**config.mk**
```make
export PLATFORM = sky130hd
export DESIGN_NAME = rbx_exec
export DESIGN_NICKNAME = d
export VERILOG_FILES = /design/src/hw/rbx_pkg.sv /design/src/hw/rbx_exec.sv
export SDC_FILE = /design/constraint.sdc
export NUM_CORES = 1
export LEC_CHECK = 0
export ABC_AREA = 1
export BUFFER_PORTS_ARGS = -buffer_cell sky130_fd_sc_hd__buf_2
export CORE_AREA = 2 2 185 151
export DETAILED_ROUTE_END_ITERATION = 16
export DIE_AREA = 0 0 187 153
export GPL_ROUTABILITY_DRIVEN = 0
export PLACE_DENSITY = 0.59
export SLEW_MARGIN = 20
export SYNTH_ARGS = -nofsm -noshare
export SYNTH_HDL_FRONTEND = slang
export SYNTH_SLANG_ARGS = --single-unit
```
**constraint.sdc**
```tcl
create_clock -name clk_i -period 12.4 [get_ports clk_i]
set_input_delay 2.48 -clock clk_i [delete_from_list [all_inputs] [get_ports clk_i]]
set_output_delay 2.48 -clock clk_i [all_outputs]
set_load 0.02 [all_outputs]
```
**src/hw/rbx_pkg.sv**
```systemverilog
package rbx_pkg;
	localparam int unsigned DATA_W     = 32;
	localparam int unsigned ADDR_W     = 9;
	localparam int unsigned CNT_W      = 5;
	// instruction field layout
	localparam int unsigned OP_LSB     = 26;
	localparam int unsigned ZF_BIT     = 25;
	localparam int unsigned CF_BIT     = 24;
	localparam int unsigned RW_BIT     = 23;
	localparam int unsigned IM_BIT     = 22;
	localparam int unsigned CON_LSB    = 18;
	localparam int unsigned DST_LSB    = 9;
	localparam int unsigned SRC_LSB    = 0;
	localparam logic [5:0]  OP_JUMP    = 6'h17;
	localparam logic [5:0]  OP_BREV    = 6'h0F;
	localparam logic [5:0]  OP_ROTL    = 6'h09;
	localparam logic [3:0]  CON_ALWAYS = 4'hF;
	// every handled instruction takes the same time
	localparam int unsigned EXEC_CLKS  = 4;
	localparam logic [1:0]  LAST_PHASE = 2'(EXEC_CLKS - 1);
	localparam logic [8:0]  PC_RST     = 9'h000;
	typedef enum logic [1:0] {
		RBX_IDLE = 2'b00,
		RBX_BUSY = 2'b01
	} rbx_state_t;
endpackage : rbx_pkg

```
**src/hw/rbx_exec.sv**
```systemverilog
`timescale 1ns/1ps
// Notes on behaviour
// RULE1 - a return jump loads the program counter with the recorded return address.
// RULE2 - a return jump is opcode 010111 with the immediate bit set and takes 4 clocks.
// RULE3 - return, call and jump-and-record share one opcode and differ only in bits and fields.
// RULE4 - with write-result the return acts as a call, writing PC+1 into dest bits 8:0 only.
// RULE5 - without write-result the destination register is not modified.
// RULE6 - with carry effect the return sets carry unless PC+1 wraps to zero.
// RULE7 - bit reverse mirrors the low 32-minus-Bits bits into the low end of the result.
// RULE8 - bit reverse clears the upper Bits bits of the result.
// RULE9 - Bits comes from the source register or a 5-bit literal per the immediate bit.
// RULE10 - with zero effect, bit reverse sets zero exactly when the result is zero.
// RULE11 - with carry effect, bit reverse sets carry to the original destination bit 0.
// RULE12 - bit reverse writes back unless no-result is given, leaving only flags changing.
// RULE13 - bit reverse is field 001111 under condition 1111 and takes 4 clocks.
// RULE14 - rotate left rotates the destination left by Bits positions.
// RULE15 - a register-sourced count uses only its low five bits.
module rbx_exec #(
	// edges from the take to the edge that first samples done high; the phase counter is two bits wide
	parameter int unsigned EXEC_CLKS = rbx_pkg::EXEC_CLKS
) (
	input  wire logic        clk_i,
	input  wire logic        reset_i,
	input  wire logic        start_i,
	input  wire logic [31:0] instr_i,
	input  wire logic [31:0] dst_val_i,
	input  wire logic [31:0] src_val_i,
	input  wire logic [8:0]  pc_i,
	output logic             busy_o,
	output logic             done_o,
	output logic [8:0]       pc_o,
	output logic             pc_load_o,
	output logic             wr_en_o,
	output logic [8:0]       wr_addr_o,
	output logic [31:0]      wr_data_o,
	output logic             z_we_o,
	output logic             z_o,
	output logic             c_we_o,
	output logic             c_o
);
	localparam logic [1:0] LAST_PH      = 2'(EXEC_CLKS - 1);
	localparam int         TAKE_TO_DONE = EXEC_CLKS;
	localparam int         TAKE_TO_IDLE = EXEC_CLKS - 1;

	// one clock would need a bypass around the capture stage, more than four a wider phase
	if ((EXEC_CLKS < 2) || (EXEC_CLKS > 4)) begin : g_clks_check
		$error("EXEC_CLKS must lie between 2 and 4");
	end

	rbx_pkg::rbx_state_t state_q, state_d;
	logic [1:0]  phase_q;
	logic        busy_q, pc_load_q, wr_en_q, z_we_q, z_q, c_we_q, c_q, done_q;
	logic [8:0]  pc_q, wr_addr_q;
	logic [31:0] wr_data_q;
	// operands and wr_addr_q are captured at the take; the other outputs except busy are registered at the last phase
	logic        jmp_q, brev_q, rotl_q, fz_q, fc_q, fr_q, dbit0_q, dbit31_q;
	logic [8:0]  tgt_q, inc_q;
	logic [31:0] res_q, callw_q;

	function automatic logic [31:0] mirror(input logic [31:0] v);
		for (int i = 0; i < 32; i++) begin
			mirror[i] = v[31 - i];
		end
	endfunction : mirror

	wire logic [5:0]  op      = instr_i[rbx_pkg::OP_LSB +: 6];
	wire logic [3:0]  cond    = instr_i[rbx_pkg::CON_LSB +: 4];
	wire logic        f_z     = instr_i[rbx_pkg::ZF_BIT];
	wire logic        f_c     = instr_i[rbx_pkg::CF_BIT];
	wire logic        f_r     = instr_i[rbx_pkg::RW_BIT];
	wire logic        f_i     = instr_i[rbx_pkg::IM_BIT];
	wire logic [8:0]  dst_a   = instr_i[rbx_pkg::DST_LSB +: 9];
	wire logic [8:0]  src_f   = instr_i[rbx_pkg::SRC_LSB +: 9];
	wire logic        cond_ok = (cond == rbx_pkg::CON_ALWAYS);
	// jump family: target is the source operand; return sets immediate with a recorded s-field
	wire logic        is_jmp  = cond_ok && (op == rbx_pkg::OP_JUMP); // [RULE2] [RULE3]
	wire logic        is_brev = cond_ok && (op == rbx_pkg::OP_BREV); // [RULE13]
	wire logic        is_rotl = cond_ok && (op == rbx_pkg::OP_ROTL);
	wire logic [8:0]  target  = f_i ? src_f : src_val_i[8:0]; // [RULE1]
	// wraps at the top of the 9-bit space, which is what clears the return carry
	wire logic [8:0]  pc_inc  = pc_i + 9'h001;
	// only low five bits count, whether literal or register
	wire logic [4:0]  bits    = f_i ? src_f[4:0] : src_val_i[4:0]; // [RULE9] [RULE15]
	// mirror whole word then shift down: top Bits fall off as zeros
	wire logic [31:0] brv_res = mirror(dst_val_i) >> bits; // [RULE7] [RULE8]
	wire logic [63:0] rl_dbl  = {dst_val_i, dst_val_i} << bits;
	wire logic [31:0] rl_res  = rl_dbl[63:32]; // [RULE14]
	// call keeps dest bits 31:9
	wire logic [31:0] call_w  = {dst_val_i[31:9], pc_inc}; // [RULE4]
	wire logic [31:0] alu_res = is_brev ? brv_res : rl_res;
	wire logic        accept  = start_i && (state_q == rbx_pkg::RBX_IDLE);
	wire logic        finish  = (state_q == rbx_pkg::RBX_BUSY) && (phase_q == LAST_PH);
	// words outside the three handled kinds still finish and reload data and flag values, but raise no enable
	wire logic        run_ok  = finish && (jmp_q || brev_q || rotl_q);
	wire logic [31:0] out_w   = jmp_q ? callw_q : res_q;
	wire logic        c_shift = brev_q ? dbit0_q : dbit31_q; // [RULE11]
	wire logic        c_next  = jmp_q ? (inc_q != 9'h000) : c_shift; // [RULE6]

	always_comb begin
		case (state_q)
			rbx_pkg::RBX_IDLE: state_d = accept ? rbx_pkg::RBX_BUSY : rbx_pkg::RBX_IDLE;
			rbx_pkg::RBX_BUSY: state_d = finish ? rbx_pkg::RBX_IDLE : rbx_pkg::RBX_BUSY;
			default:           state_d = rbx_pkg::RBX_IDLE;
		endcase
	end

	always_ff @(posedge clk_i or posedge reset_i) begin
		if (reset_i) begin
			state_q <= rbx_pkg::RBX_IDLE;
			phase_q <= 2'h0;
			{jmp_q, brev_q, rotl_q, fz_q, fc_q, fr_q, dbit0_q, dbit31_q} <= 8'h00;
			tgt_q <= 9'h000;
			inc_q <= 9'h000;
			res_q <= 32'h0000_0000;
			callw_q <= 32'h0000_0000;
			wr_addr_q <= 9'h000;
		end else begin
			state_q <= state_d;
			phase_q <= accept ? 2'h1 : (finish ? 2'h0 : phase_q + 2'h1); // [RULE2] [RULE13]
			if (accept) begin
				{jmp_q, brev_q, rotl_q} <= {is_jmp, is_brev, is_rotl};
				{fz_q, fc_q, fr_q} <= {f_z, f_c, f_r};
				{dbit0_q, dbit31_q} <= {dst_val_i[0], dst_val_i[31]};
				tgt_q <= target;
				inc_q <= pc_inc;
				res_q <= alu_res;
				callw_q <= call_w;
				wr_addr_q <= dst_a;
			end
		end
	end

	always_ff @(posedge clk_i or posedge reset_i) begin
		if (reset_i) begin
			{done_q, busy_q, pc_load_q, wr_en_q, z_we_q, z_q, c_we_q, c_q} <= 8'h00;
			pc_q <= rbx_pkg::PC_RST;
			wr_data_q <= 32'h0000_0000;
		end else begin
			done_q <= finish;
			busy_q <= (state_d == rbx_pkg::RBX_BUSY); // [RULE2]
			pc_load_q <= finish && jmp_q; // [RULE1]
			// write only with write-result; otherwise destination untouched
			wr_en_q <= run_ok && fr_q; // [RULE4] [RULE5] [RULE12]
			z_we_q <= run_ok && fz_q;
			c_we_q <= run_ok && fc_q;
			// values stand from one finish to the next so a late reader still sees them
			if (finish) begin
				if (jmp_q) begin
					pc_q <= tgt_q; // [RULE1]
				end
				wr_data_q <= out_w;
				z_q <= (out_w == 32'h0000_0000); // [RULE10]
				c_q <= c_next; // [RULE6] [RULE11]
			end
		end
	end

	assign busy_o    = busy_q;
	assign done_o    = done_q;
	assign pc_o      = pc_q;
	assign pc_load_o = pc_load_q;
	assign wr_en_o   = wr_en_q;
	assign wr_addr_o = wr_addr_q;
	assign wr_data_o = wr_data_q;
	assign z_we_o    = z_we_q;
	assign z_o       = z_q;
	assign c_we_o    = c_we_q;
	assign c_o       = c_q;
endmodule : rbx_exec

```
# ---- Word level (Yosys, flattened, before mapping)
# Index checks and enable logic that the tools add are counted.
# W data, S select, Z words.
dict set report totals {
  ff_bits 152
  input_bits 108
  output_inout_bits 58
  wordCells 63
}
dict set report classes {
  addsub 2
  eq_ne 7
  shifts 2
  muxes 11
  n_reduce_logical 16
}
# operator n
set op_table {}
lappend op_table {{$mux W32} 2}
lappend op_table {{$shl A64 B5 Y64} 1}
lappend op_table {{$logic_not A32 Y1} 1}
lappend op_table {{$shr A32 B5 Y32} 1}
lappend op_table {{$eq A6 B4 Y1 const B} 2}
lappend op_table {{$logic_and A1 B1 Y1} 10}
lappend op_table {{$add A9 B1 Y9 const B} 1}
lappend op_table {{$mux W9} 1}
lappend op_table {{$reduce_bool A9 Y1} 1}
lappend op_table {{$eq A6 B5 Y1 const B} 1}
lappend op_table {{$mux W5} 1}
lappend op_table {{$eq A2 B1 Y1 const B} 2}
lappend op_table {{$eq A4 B4 Y1 const B} 1}
lappend op_table {{$mux W1} 4}
lappend op_table {{$mux W2} 2}
lappend op_table {{$add A2 B1 Y2 const B} 1}
lappend op_table {{$eq A2 B2 Y1 const B} 1}
lappend op_table {{$logic_not A2 Y1} 1}
lappend op_table {{$logic_or A1 B1 Y1} 2}
lappend op_table {{$pmux W1 S2} 1}
lappend op_table {{$reduce_and A2 Y1} 1}

# ---- Logic depth before layout (Yosys ltp)
# Gate-level depths: netlist of run 1.
dict set report logic_depth {
  depth_word 5
  depth_mapped 16
  mapped_depth_nobuf 15
}

# ---- Least setup slack after synthesis of run 1
# Ideal clock, no wire load.
dict set report synth_timing {
  path_type {input -> register}
  startpoint {input instr_i[22]}
  endpoint {register res_q[23]}
  setup_ns 0.121
  arrival_time_ns 3.630
  t_required_ns 12.279
  setup_slack_ns 8.649
  cell_stages 10
  path_buffers 2
  cell_sequence {buf_6 > o21ai_4 > buf_2 > nand3_1 > nand3_1 > nand3_1 > nand2_1 > nor2_1 > o21ai_1 > nand2_1}
}
dict set report synth_between {
  elab_chain_cells 3
  elab_cells_between_ends 4
  cone_classes {shift: 2; mux: 2}
}
# item line
set synth_lines {}
lappend synth_lines {{start: declaration} rbx_exec.sv:25} ;# input wire logic [31:0] instr_i,
lappend synth_lines {{$mux W5 (*)} rbx_exec.sv:83} ;# wire logic [4:0] bits = f_i ? src_f[4:0] : src_val_i[4:0];
lappend synth_lines {{$shl A64 B5 Y64 or $shr A32 B5 Y32 (tied branches)} {rbx_exec.sv:86, rbx_exec.sv:85}}
lappend synth_lines {{$mux W32 (*)} rbx_exec.sv:90} ;# wire logic [31:0] alu_res = is_brev ? brv_res : rl_res;
lappend synth_lines {{end signal: assignment} rbx_exec.sv:126} ;# res_q <= alu_res;
lappend synth_lines {{end: declaration} rbx_exec.sv:58} ;# logic [31:0] res_q, callw_q;
# Mark *: on every way between the ends. The rest lies on a longest branch, timed or not.
# A chain may end at the register's enable or synchronous reset.

# ---- Worst setup path after layout of run 1
dict set report layout_timing {
  startpoint {input instr_i[22]}
  endpoint {register res_q[24]}
}
# Same word-level chain as after synthesis.

==> results of run 1 <==
-- per-layer routing --
| metal | up-vias | wire length (um) | track usage, % |
|---|---|---|---|
| met5 | - | 20 | 0 |
| met4 | 4 | 1030 | 8.62 |
| met3 | 56 | 2090 | 4.11 |
| met2 | 358 | 12900 | 32.4 |
| met1 | 4204 | 13200 | 29.1 |
| li1 | 4342 | - | - |
-- through the flow --
stage	std cells	setup WS, ps	utilization, %	area (um2)
global route	1737	7220	37.9	10200
finish	1737	7440	37.9	10200
global placement	1705	7020	35.8	9610
floorplan	1260	6170	-	8740
detailed placement	1705	7040	35.8	9610
CTS	1737	7480	37.9	10200
-- report_power, final --
group          total [mW]  switching (mW)  leakage, nW  internal (mW)
registers           0.799           0.138         1.72          0.660
clock network       0.480           0.218        0.270          0.262
logic               0.796           0.530         3.34          0.266
total                2.07           0.886         5.32           1.19
-- state kept, by name, indices dropped and copies added, names as in the netlist, 2 cells and up --
| register | flops |
|---|---|
| res_q | 32 |
| wr_data_o | 32 |
| callw_q | 23 |
| pc_o | 9 |
| tgt_q | 9 |
| wr_addr_o | 9 |
| inc_q | 8 |
| phase_q | 2 |
-- synth_stat cells, drive strengths merged, types with 7 or more instances --
cell type / instances
a22oi: 9
nand3: 251
inv: 71
buf: 44
nand2: 502
or2: 7
o21ai: 88
nand4: 8
clkbuf: 28
a31oi: 15
dfrtp: 140
a21oi: 15
nor2: 54
-- layout make-up --
type,instances,area [um2],share of cell area [%]
Tap cell,364,455,4.48
Clock inverter,15,126,1.24
Inverter,72,275,2.71
Timing Repair Buffer,153,793,7.81
Sequential cell,140,3500,34.5
Multi-Input combinational cell,976,4580,45.1
Clock buffer,17,425,4.19
-- kinds of logic after synthesis --
group / Yosys count / synth area share [%]
mux: 4 / 0.458
simple gates: 832 / 42.0
xor+xnor: 2 / 0.200
flops: 140 / 40.1
buf+inv: 144 / 7.73
compound gates: 136 / 9.24
fa+ha+maj: 2 / 0.286
-- placed cells by master (no fill, tap or decap), types with 5 or more instances in the layout --
master       n
inv_6        8
nand3_1    229
o21ai_0     69
inv_2        5
buf_4       11
a22oi_1      9
nor4_1       5
o22ai_1      5
clkbuf_16   17
nand2_1    494
buf_2      142
a21oi_1     10
inv_1       65
o21ai_1     10
nand3_2     20
nor2_1      53
a31oi_1     15
o21ai_2      6
a21oi_2      5
nand4_1      8
dfrtp_1    140
-- worst max-delay path, stage by stage --
cell	delay (ps)
buf_2	360
inv_2	270
o21ai_4	950
nand3_1	370
nand3_1	240
nand3_2	110
nand2_1	100
nand2_1	50
nand2_1	160
nand2_1	90
a21oi_2	120
-- worst paths after layout --
check,start,end,slack (ps),cells after the start
setup / recovery,instr_i[22],res_q[24]$_DFFE_PP0P_,7440,11
min in group asynchronous,reset_i,c_o$_DFFE_PP0P_,2200,2
hold reg to reg,phase_q[0]$_DFF_PP0_,phase_q[0]$_DFF_PP0_,460,1
hold / removal,phase_q[0]$_DFF_PP0_,phase_q[0]$_DFF_PP0_,460,1
max in group asynchronous,reset_i,callw_q[24]$_DFFE_PP0P_,9000,3
setup reg to reg,jmp_q$_DFFE_PP0P_,z_o$_DFFE_PP0P_,10170,8
==> results.ini, run 1 <==
[detailed_routing]
drt_wl_total_um=29200
post_drt_via_cell_ratio=5.16
ant_nets=0
drc=0
drtIter0Drc=1016
firstDrtPassIters=7
wl_per_cell_um=16.8
vias=8964

[setup_path]
crit_type=in2reg
critPathMaxFanout=34
cp-end-kind=flop
critical_path_arrival_ps=5320
critPathLaunchType=input pin
crit_required_ps=12760

[floorplan]
io_pins=166
fp.dieW_um=187
initial_utilization_pct=32.6
die_area_um2=28600
num_rows=54
die_y_um=153
core_um2=26800

[synth]
yosysSeqAreaShare_pct=40.1
netlist_instances=1260
synth_ff_type=dfrtp_1
yosys.area.top_type_share_pct=40.1
synth_area_leader_cell=dfrtp_1
syn_nets=1370
synth-seq-cells=140
ys_types=38
synth-edff-count=0
syn_area_um2=8740
syn_area_per_cell_um2=6.94
yosys_warnings=0
synthArstFlopShare_pct=100
ys_top_cells_by_area=dfrtp_1 40%, nand2_1 21%, nand3_1 13%

[cts]
clkSinkCount=140
cts_htree_levels=4
cts_root_buffer=clkbuf_16
hold_buffers=0
cts_resized=0
cts_tree=done
cts_made_buffers=17
insertion_delay_ps=430
cts_max_path_buffers=2
path_clk_slew_ps=60
postCtsSetupBuffers=0

[worst_hold_path]
hold_path.class=reg2reg

[global_routing]
grt_pass1_vias=8493
grt.total_usage_pct=21.1
grt_max_degree=102
grt.overflow.total=0
antenna_found_initial=2
grt_pass1_wl_um=47400

[timing]
setup_tns_ps=0
fmaxAchievable_ghz=0.201
fin_worst_skew_ps=14.9
min_period_ps=4960
rsz0062_at_grt=no
fin_crit_sh_pct=40.0
whs_ps=459
setup_viol=0
hold_viol_final=0
worstMarginPinSlew_ps=1130
slew_headroom_pct=24.1
slew_violations=0

[finish]
synthToLayoutAreaGrowth_pct=16.2
nFillCells=2858
num_antenna_cells=0
drive_above_1_share_pct=17.5
num-nets-final=1470

[power]
ir_worst_vdd_mv=0.0916
power_mw=2.07
power.leakage_nw=5.32
powerDensity_nw_per_um2=204

[run]
maxCapViolations=0

[place]
dp_hpwl_um=21600
io_buffers=142

[run_status]
status=finished, final reports clean

No activity file was read; power rests on OpenSTA's default activity.
==> run 2, diff against run 1 <==
PLACE_DENSITY = 0.61   (was 0.59)
clock period = 4.5 ns   (was 12.4 ns; I/O delays follow)
==> results.ini, run 2 (synthesis gave the netlist of run 1 again) <==
[worst_hold_path]
hold_path.class=reg2reg

[finish]
nFillCells=2874
final_cell_mix=494 x nand2_1, 229 x nand3_1, 142 x buf_2
final_util_pct=38.2
num-nets-final=1477
num_antenna_cells=0
layout_commonest_cell=nand2_1
synthToLayoutAreaGrowth_pct=17.3
drive_above_1_share_pct=17.9

[setup_path]
cp_top_family=simple AND/OR/NAND/NOR gates
cp-end-kind=flop
critical_path_arrival_ps=3260
crit_required_ps=4820
path_cells=buf_2 > inv_2 > or2_1 > o21ai_2 > inv_2 > nand3_1 > nand2_1 > nand2_1 > nand2_1 > nand2_1 > nand2_1 > nand2_1 > a21oi_2
cpMostUsedCell=nand2_1
crit_type=in2reg
critPathLaunchType=input pin
critPathMaxFanout=35
cp.buffers_inverters=3
cpPeakStageDelay_ps=490
crit_slowest_cell=inv_2

[floorplan]
initial_utilization_pct=32.6
num_rows=54
die_area_um2=28600
io_pins=166
fp.dieW_um=187
core_um2=26800
die_y_um=153

[timing]
setup_viol=0
hold_viol_final=0
rsz0062_at_grt=no
whs_ps=467
setup_tns_ps=0
slew_violations=0
fin_worst_skew_ps=20.3
worstMarginPinSlew_ps=809
fin_crit_sh_pct=65.4
min_period_ps=2940
slew_headroom_pct=46.1
fmaxAchievable_ghz=0.340

[cts]
cts_resized=0
clkSinkCount=140
cts_htree_levels=4
cts_max_path_buffers=2
cts_root_buffer=clkbuf_16
path_clk_slew_ps=60
cts_made_buffers=17
cts_tree=done
insertion_delay_ps=430
hold_buffers=0
postCtsSetupBuffers=0

[run_status]
status=finished, final reports clean

[detailed_routing]
vias=8990
wl_per_cell_um=16.8
post_drt_via_cell_ratio=5.15
firstDrtPassIters=5
drt_wl_total_um=29200
drc=0
drtIter0Drc=1116
ant_nets=0

[place]
io_buffers=142
dp_hpwl_um=21800

[global_routing]
grt_max_degree=141
grt_pass1_vias=8462
grt.overflow.total=0
grt.total_usage_pct=20.9
grt_pass1_wl_um=46900
antenna_found_initial=2

[power]
ir_worst_vdd_mv=0.245
power_mw=5.81
powerDensity_nw_per_um2=566
power.leakage_nw=5.38

[run]
maxCapViolations=0

[run 2: cell types whose count changed in the layout (fill, tap and decap cells not counted)]
cell	change
inv_8	+2
bufinv_16	+1
buf_4	+6
clkbuf_8	+1
buf_12	+1
inv_6	-3
clkinv_2	-1
[run 2: worst register-to-register path: stages, from the launching register on]
cell     delay (ps)
dfrtp_1         380
buf_4           260
or2_2           340
o21ai_0         230
nand3_1         130
nor4_1          510
nand3_1         190
nand2_1         100
[run 2: per-layer routing]
metal	GRT usage (%)	routed length [um]	part of all wire, %
met1	28.7	13400	46
met2	32.0	12700	43
met3	4.52	2110	7.2
met4	8.13	983	3.4
met5	0	19	0.065
[run 2: area by class of cell]
| cell class | instances | area (um2) | share of cell area [%] |
|---|---|---|---|
| inverters | 72 | 274 | 2.67 |
| well taps | 364 | 455 | 4.44 |
| clock inverters | 14 | 149 | 1.45 |
| repair buffers | 160 | 858 | 8.37 |
| multi-input cells | 976 | 4580 | 44.6 |
| flip-flops and latches | 140 | 3500 | 34.2 |
| clock buffers | 18 | 439 | 4.28 |
[run 2: path summary, 6_finish.rpt]
path	start	to	slack, ps	cells after the start
hold / removal	phase_q[0]$_DFF_PP0_	phase_q[0]$_DFF_PP0_	470	1
max in group asynchronous	reset_i	wr_addr_o[3]$_DFFE_PP0P_	3260	3
min in group asynchronous	reset_i	inc_q[5]$_DFFE_PP0P_	680	3
hold reg to reg	phase_q[0]$_DFF_PP0_	phase_q[0]$_DFF_PP0_	470	1
setup / recovery	instr_i[22]	res_q[27]$_DFFE_PP0P_	1560	13
setup reg to reg	jmp_q$_DFFE_PP0P_	z_o$_DFFE_PP0P_	2300	7
[run 2: through the flow]
| step | instance area, um2 | cells | setup slack [ps] |
|---|---|---|---|
| after global placement | 9670 | 1712 | 1140 |
| final | 10300 | 1744 | 1560 |
| after detailed placement | 9670 | 1712 | 1140 |
| after floorplan | 8750 | 1260 | 1850 |
| after CTS | 10300 | 1744 | 1580 |
| after global routing | 10300 | 1744 | 1370 |
[run 2: power by group]
group | switching (mW) | internal [mW]
combinational | 1.46 | 0.740
clock | 0.606 | 0.799
sequential | 0.386 | 1.82
total | 2.45 | 3.36
==> run 3, diff against run 2 <==
clock period = 2.7 ns   (was 4.5 ns; I/O delays follow)
==> results.ini, run 3 (synthesis gave the netlist of run 1 again) <==
[floorplan]
initial_utilization_pct=32.6
core_um2=26800
num_rows=54
die_y_um=153
die_area_um2=28600
io_pins=166
fp.dieW_um=187

[detailed_routing]
wl_per_cell_um=16.6
drc=0
firstDrtPassIters=6
drtIter0Drc=1006
ant_nets=0
vias=9060
drt_wl_total_um=29300
post_drt_via_cell_ratio=5.14

[setup_path]
cpPeakStageDelay_ps=510
crit_required_ps=3060
path_cells=inv_1 > buf_4 > o21ai_0 > nand3_1 > nor4_1 > nand3_1 > nand2_1
critPathLaunchType=flop
crit_slowest_cell=dfrtp_1
critical_path_arrival_ps=2640
cpMostUsedCell=nand3_1
cp-end-kind=flop
crit_type=reg2reg
critPathMaxFanout=23

[timing]
min_period_ps=2280
setup_viol=0
fin_crit_sh_pct=84.5
worstMarginPinSlew_ps=803
whs_ps=230
fmaxAchievable_ghz=0.438
slew_headroom_pct=46.2
hold_viol_final=0
slew_violations=0
fin_worst_skew_ps=14.1
setup_tns_ps=0
rsz0062_at_grt=no

[finish]
num-nets-final=1495
synthToLayoutAreaGrowth_pct=20.7
layout_commonest_cell=nand2_1
final_util_pct=39.4
drive_above_1_share_pct=19.0
final_cell_mix=494 x nand2_1, 229 x nand3_1, 142 x buf_2
num_antenna_cells=0

[place]
dp_hpwl_um=22500
io_buffers=142

[power]
p_int_mw=5.67
ir_worst_vdd_mv=0.363
combPwrFrac_pct=38.1
power.leakage_nw=5.52
p_switching_mw=4.18
p_clk_share_pct=24.4
powerDensity_nw_per_um2=933
p_seq_share_pct=37.5
swShare_pct=42.4

[cts]
postCtsSetupBuffers=0
clkSinkCount=140
path_clk_slew_ps=70
cts_resized=0
cts_htree_levels=4
cts_tree=done
hold_buffers=0
cts_max_path_buffers=2
cts_root_buffer=clkbuf_16
insertion_delay_ps=430
cts_made_buffers=17

[global_routing]
antenna_found_initial=2
grt.total_usage_pct=21.0
grt_pass1_wl_um=47000
grt_max_degree=77
grt.overflow.total=0
grt_pass1_vias=8563

[run]
maxCapViolations=0

[run_status]
status=finished, final reports clean

[worst_hold_path]
hold_path.class=in2async

-- run 3: critical path: cells and delay by family (launching register included) --
| kind | cells | cell delay (ps) |
|---|---|---|
| AOI/OAI and AO/OA | 1 | 440 |
| buffers and inverters | 2 | 510 |
| DFF | 1 | 510 |
| and+or+nand+nor | 4 | 750 |
-- run 3: final timing paths --
kind | from | to | slack, ps | cells after the start
min reg2reg | phase_q[0]$_DFF_PP0_ | phase_q[0]$_DFF_PP0_ | 460 | 1
max in group asynchronous | reset_i | wr_data_o[9]$_DFFE_PP0P_ | 1810 | 3
max | jmp_q$_DFFE_PP0P_ | z_o$_DFFE_PP0P_ | 420 | 7
max reg2reg | jmp_q$_DFFE_PP0P_ | z_o$_DFFE_PP0P_ | 420 | 7
min in group clk_i | instr_i[12] | wr_addr_o[3]$_DFFE_PP0P_ | 300 | 3
min | reset_i | inc_q[5]$_DFFE_PP0P_ | 230 | 2
-- run 3: layer usage --
metal  track usage [%]  part of all wire (%)
met1              28.7                    45
met2              31.6                    43
met3              4.68                   7.7
met4              9.45                   3.9
met5                 0                 0.072
-- run 3: final cells by class --
class,count,area (um2)
tap,364,455
clock inverter,15,199
sequential,140,3500
fill,2841,16300
inverter,72,274
timing repair buffer,178,1120
clock buffer,17,425
multi-input combinational,976,4580
-- run 3: stage by stage --
stage / power (mW) / cells / area [um2] / setup WS [ps]
3_5_place_dp: 7.47 / 1730 / 9930 / 202
4_1_cts: 9.91 / 1762 / 10600 / 422
5_1_grt: 10.6 / 1762 / 10600 / 179
2_1_floorplan: 6.06 / 1260 / 8750 / 411
3_3_place_gp: 7.40 / 1730 / 9930 / 188
6_report: 9.85 / 1762 / 10600 / 418
-- run 3: power groups by stage --
stage / combinational (mW) / clock, mW / sequential [mW]
2_1_floorplan: 2.17 / 0 / 3.89
3_3_place_gp: 3.70 / 0 / 3.70
3_5_place_dp: 3.75 / 0 / 3.72
4_1_cts: 3.77 / 2.46 / 3.69
5_1_grt: 4.22 / 2.54 / 3.80
6_report: 3.76 / 2.40 / 3.70
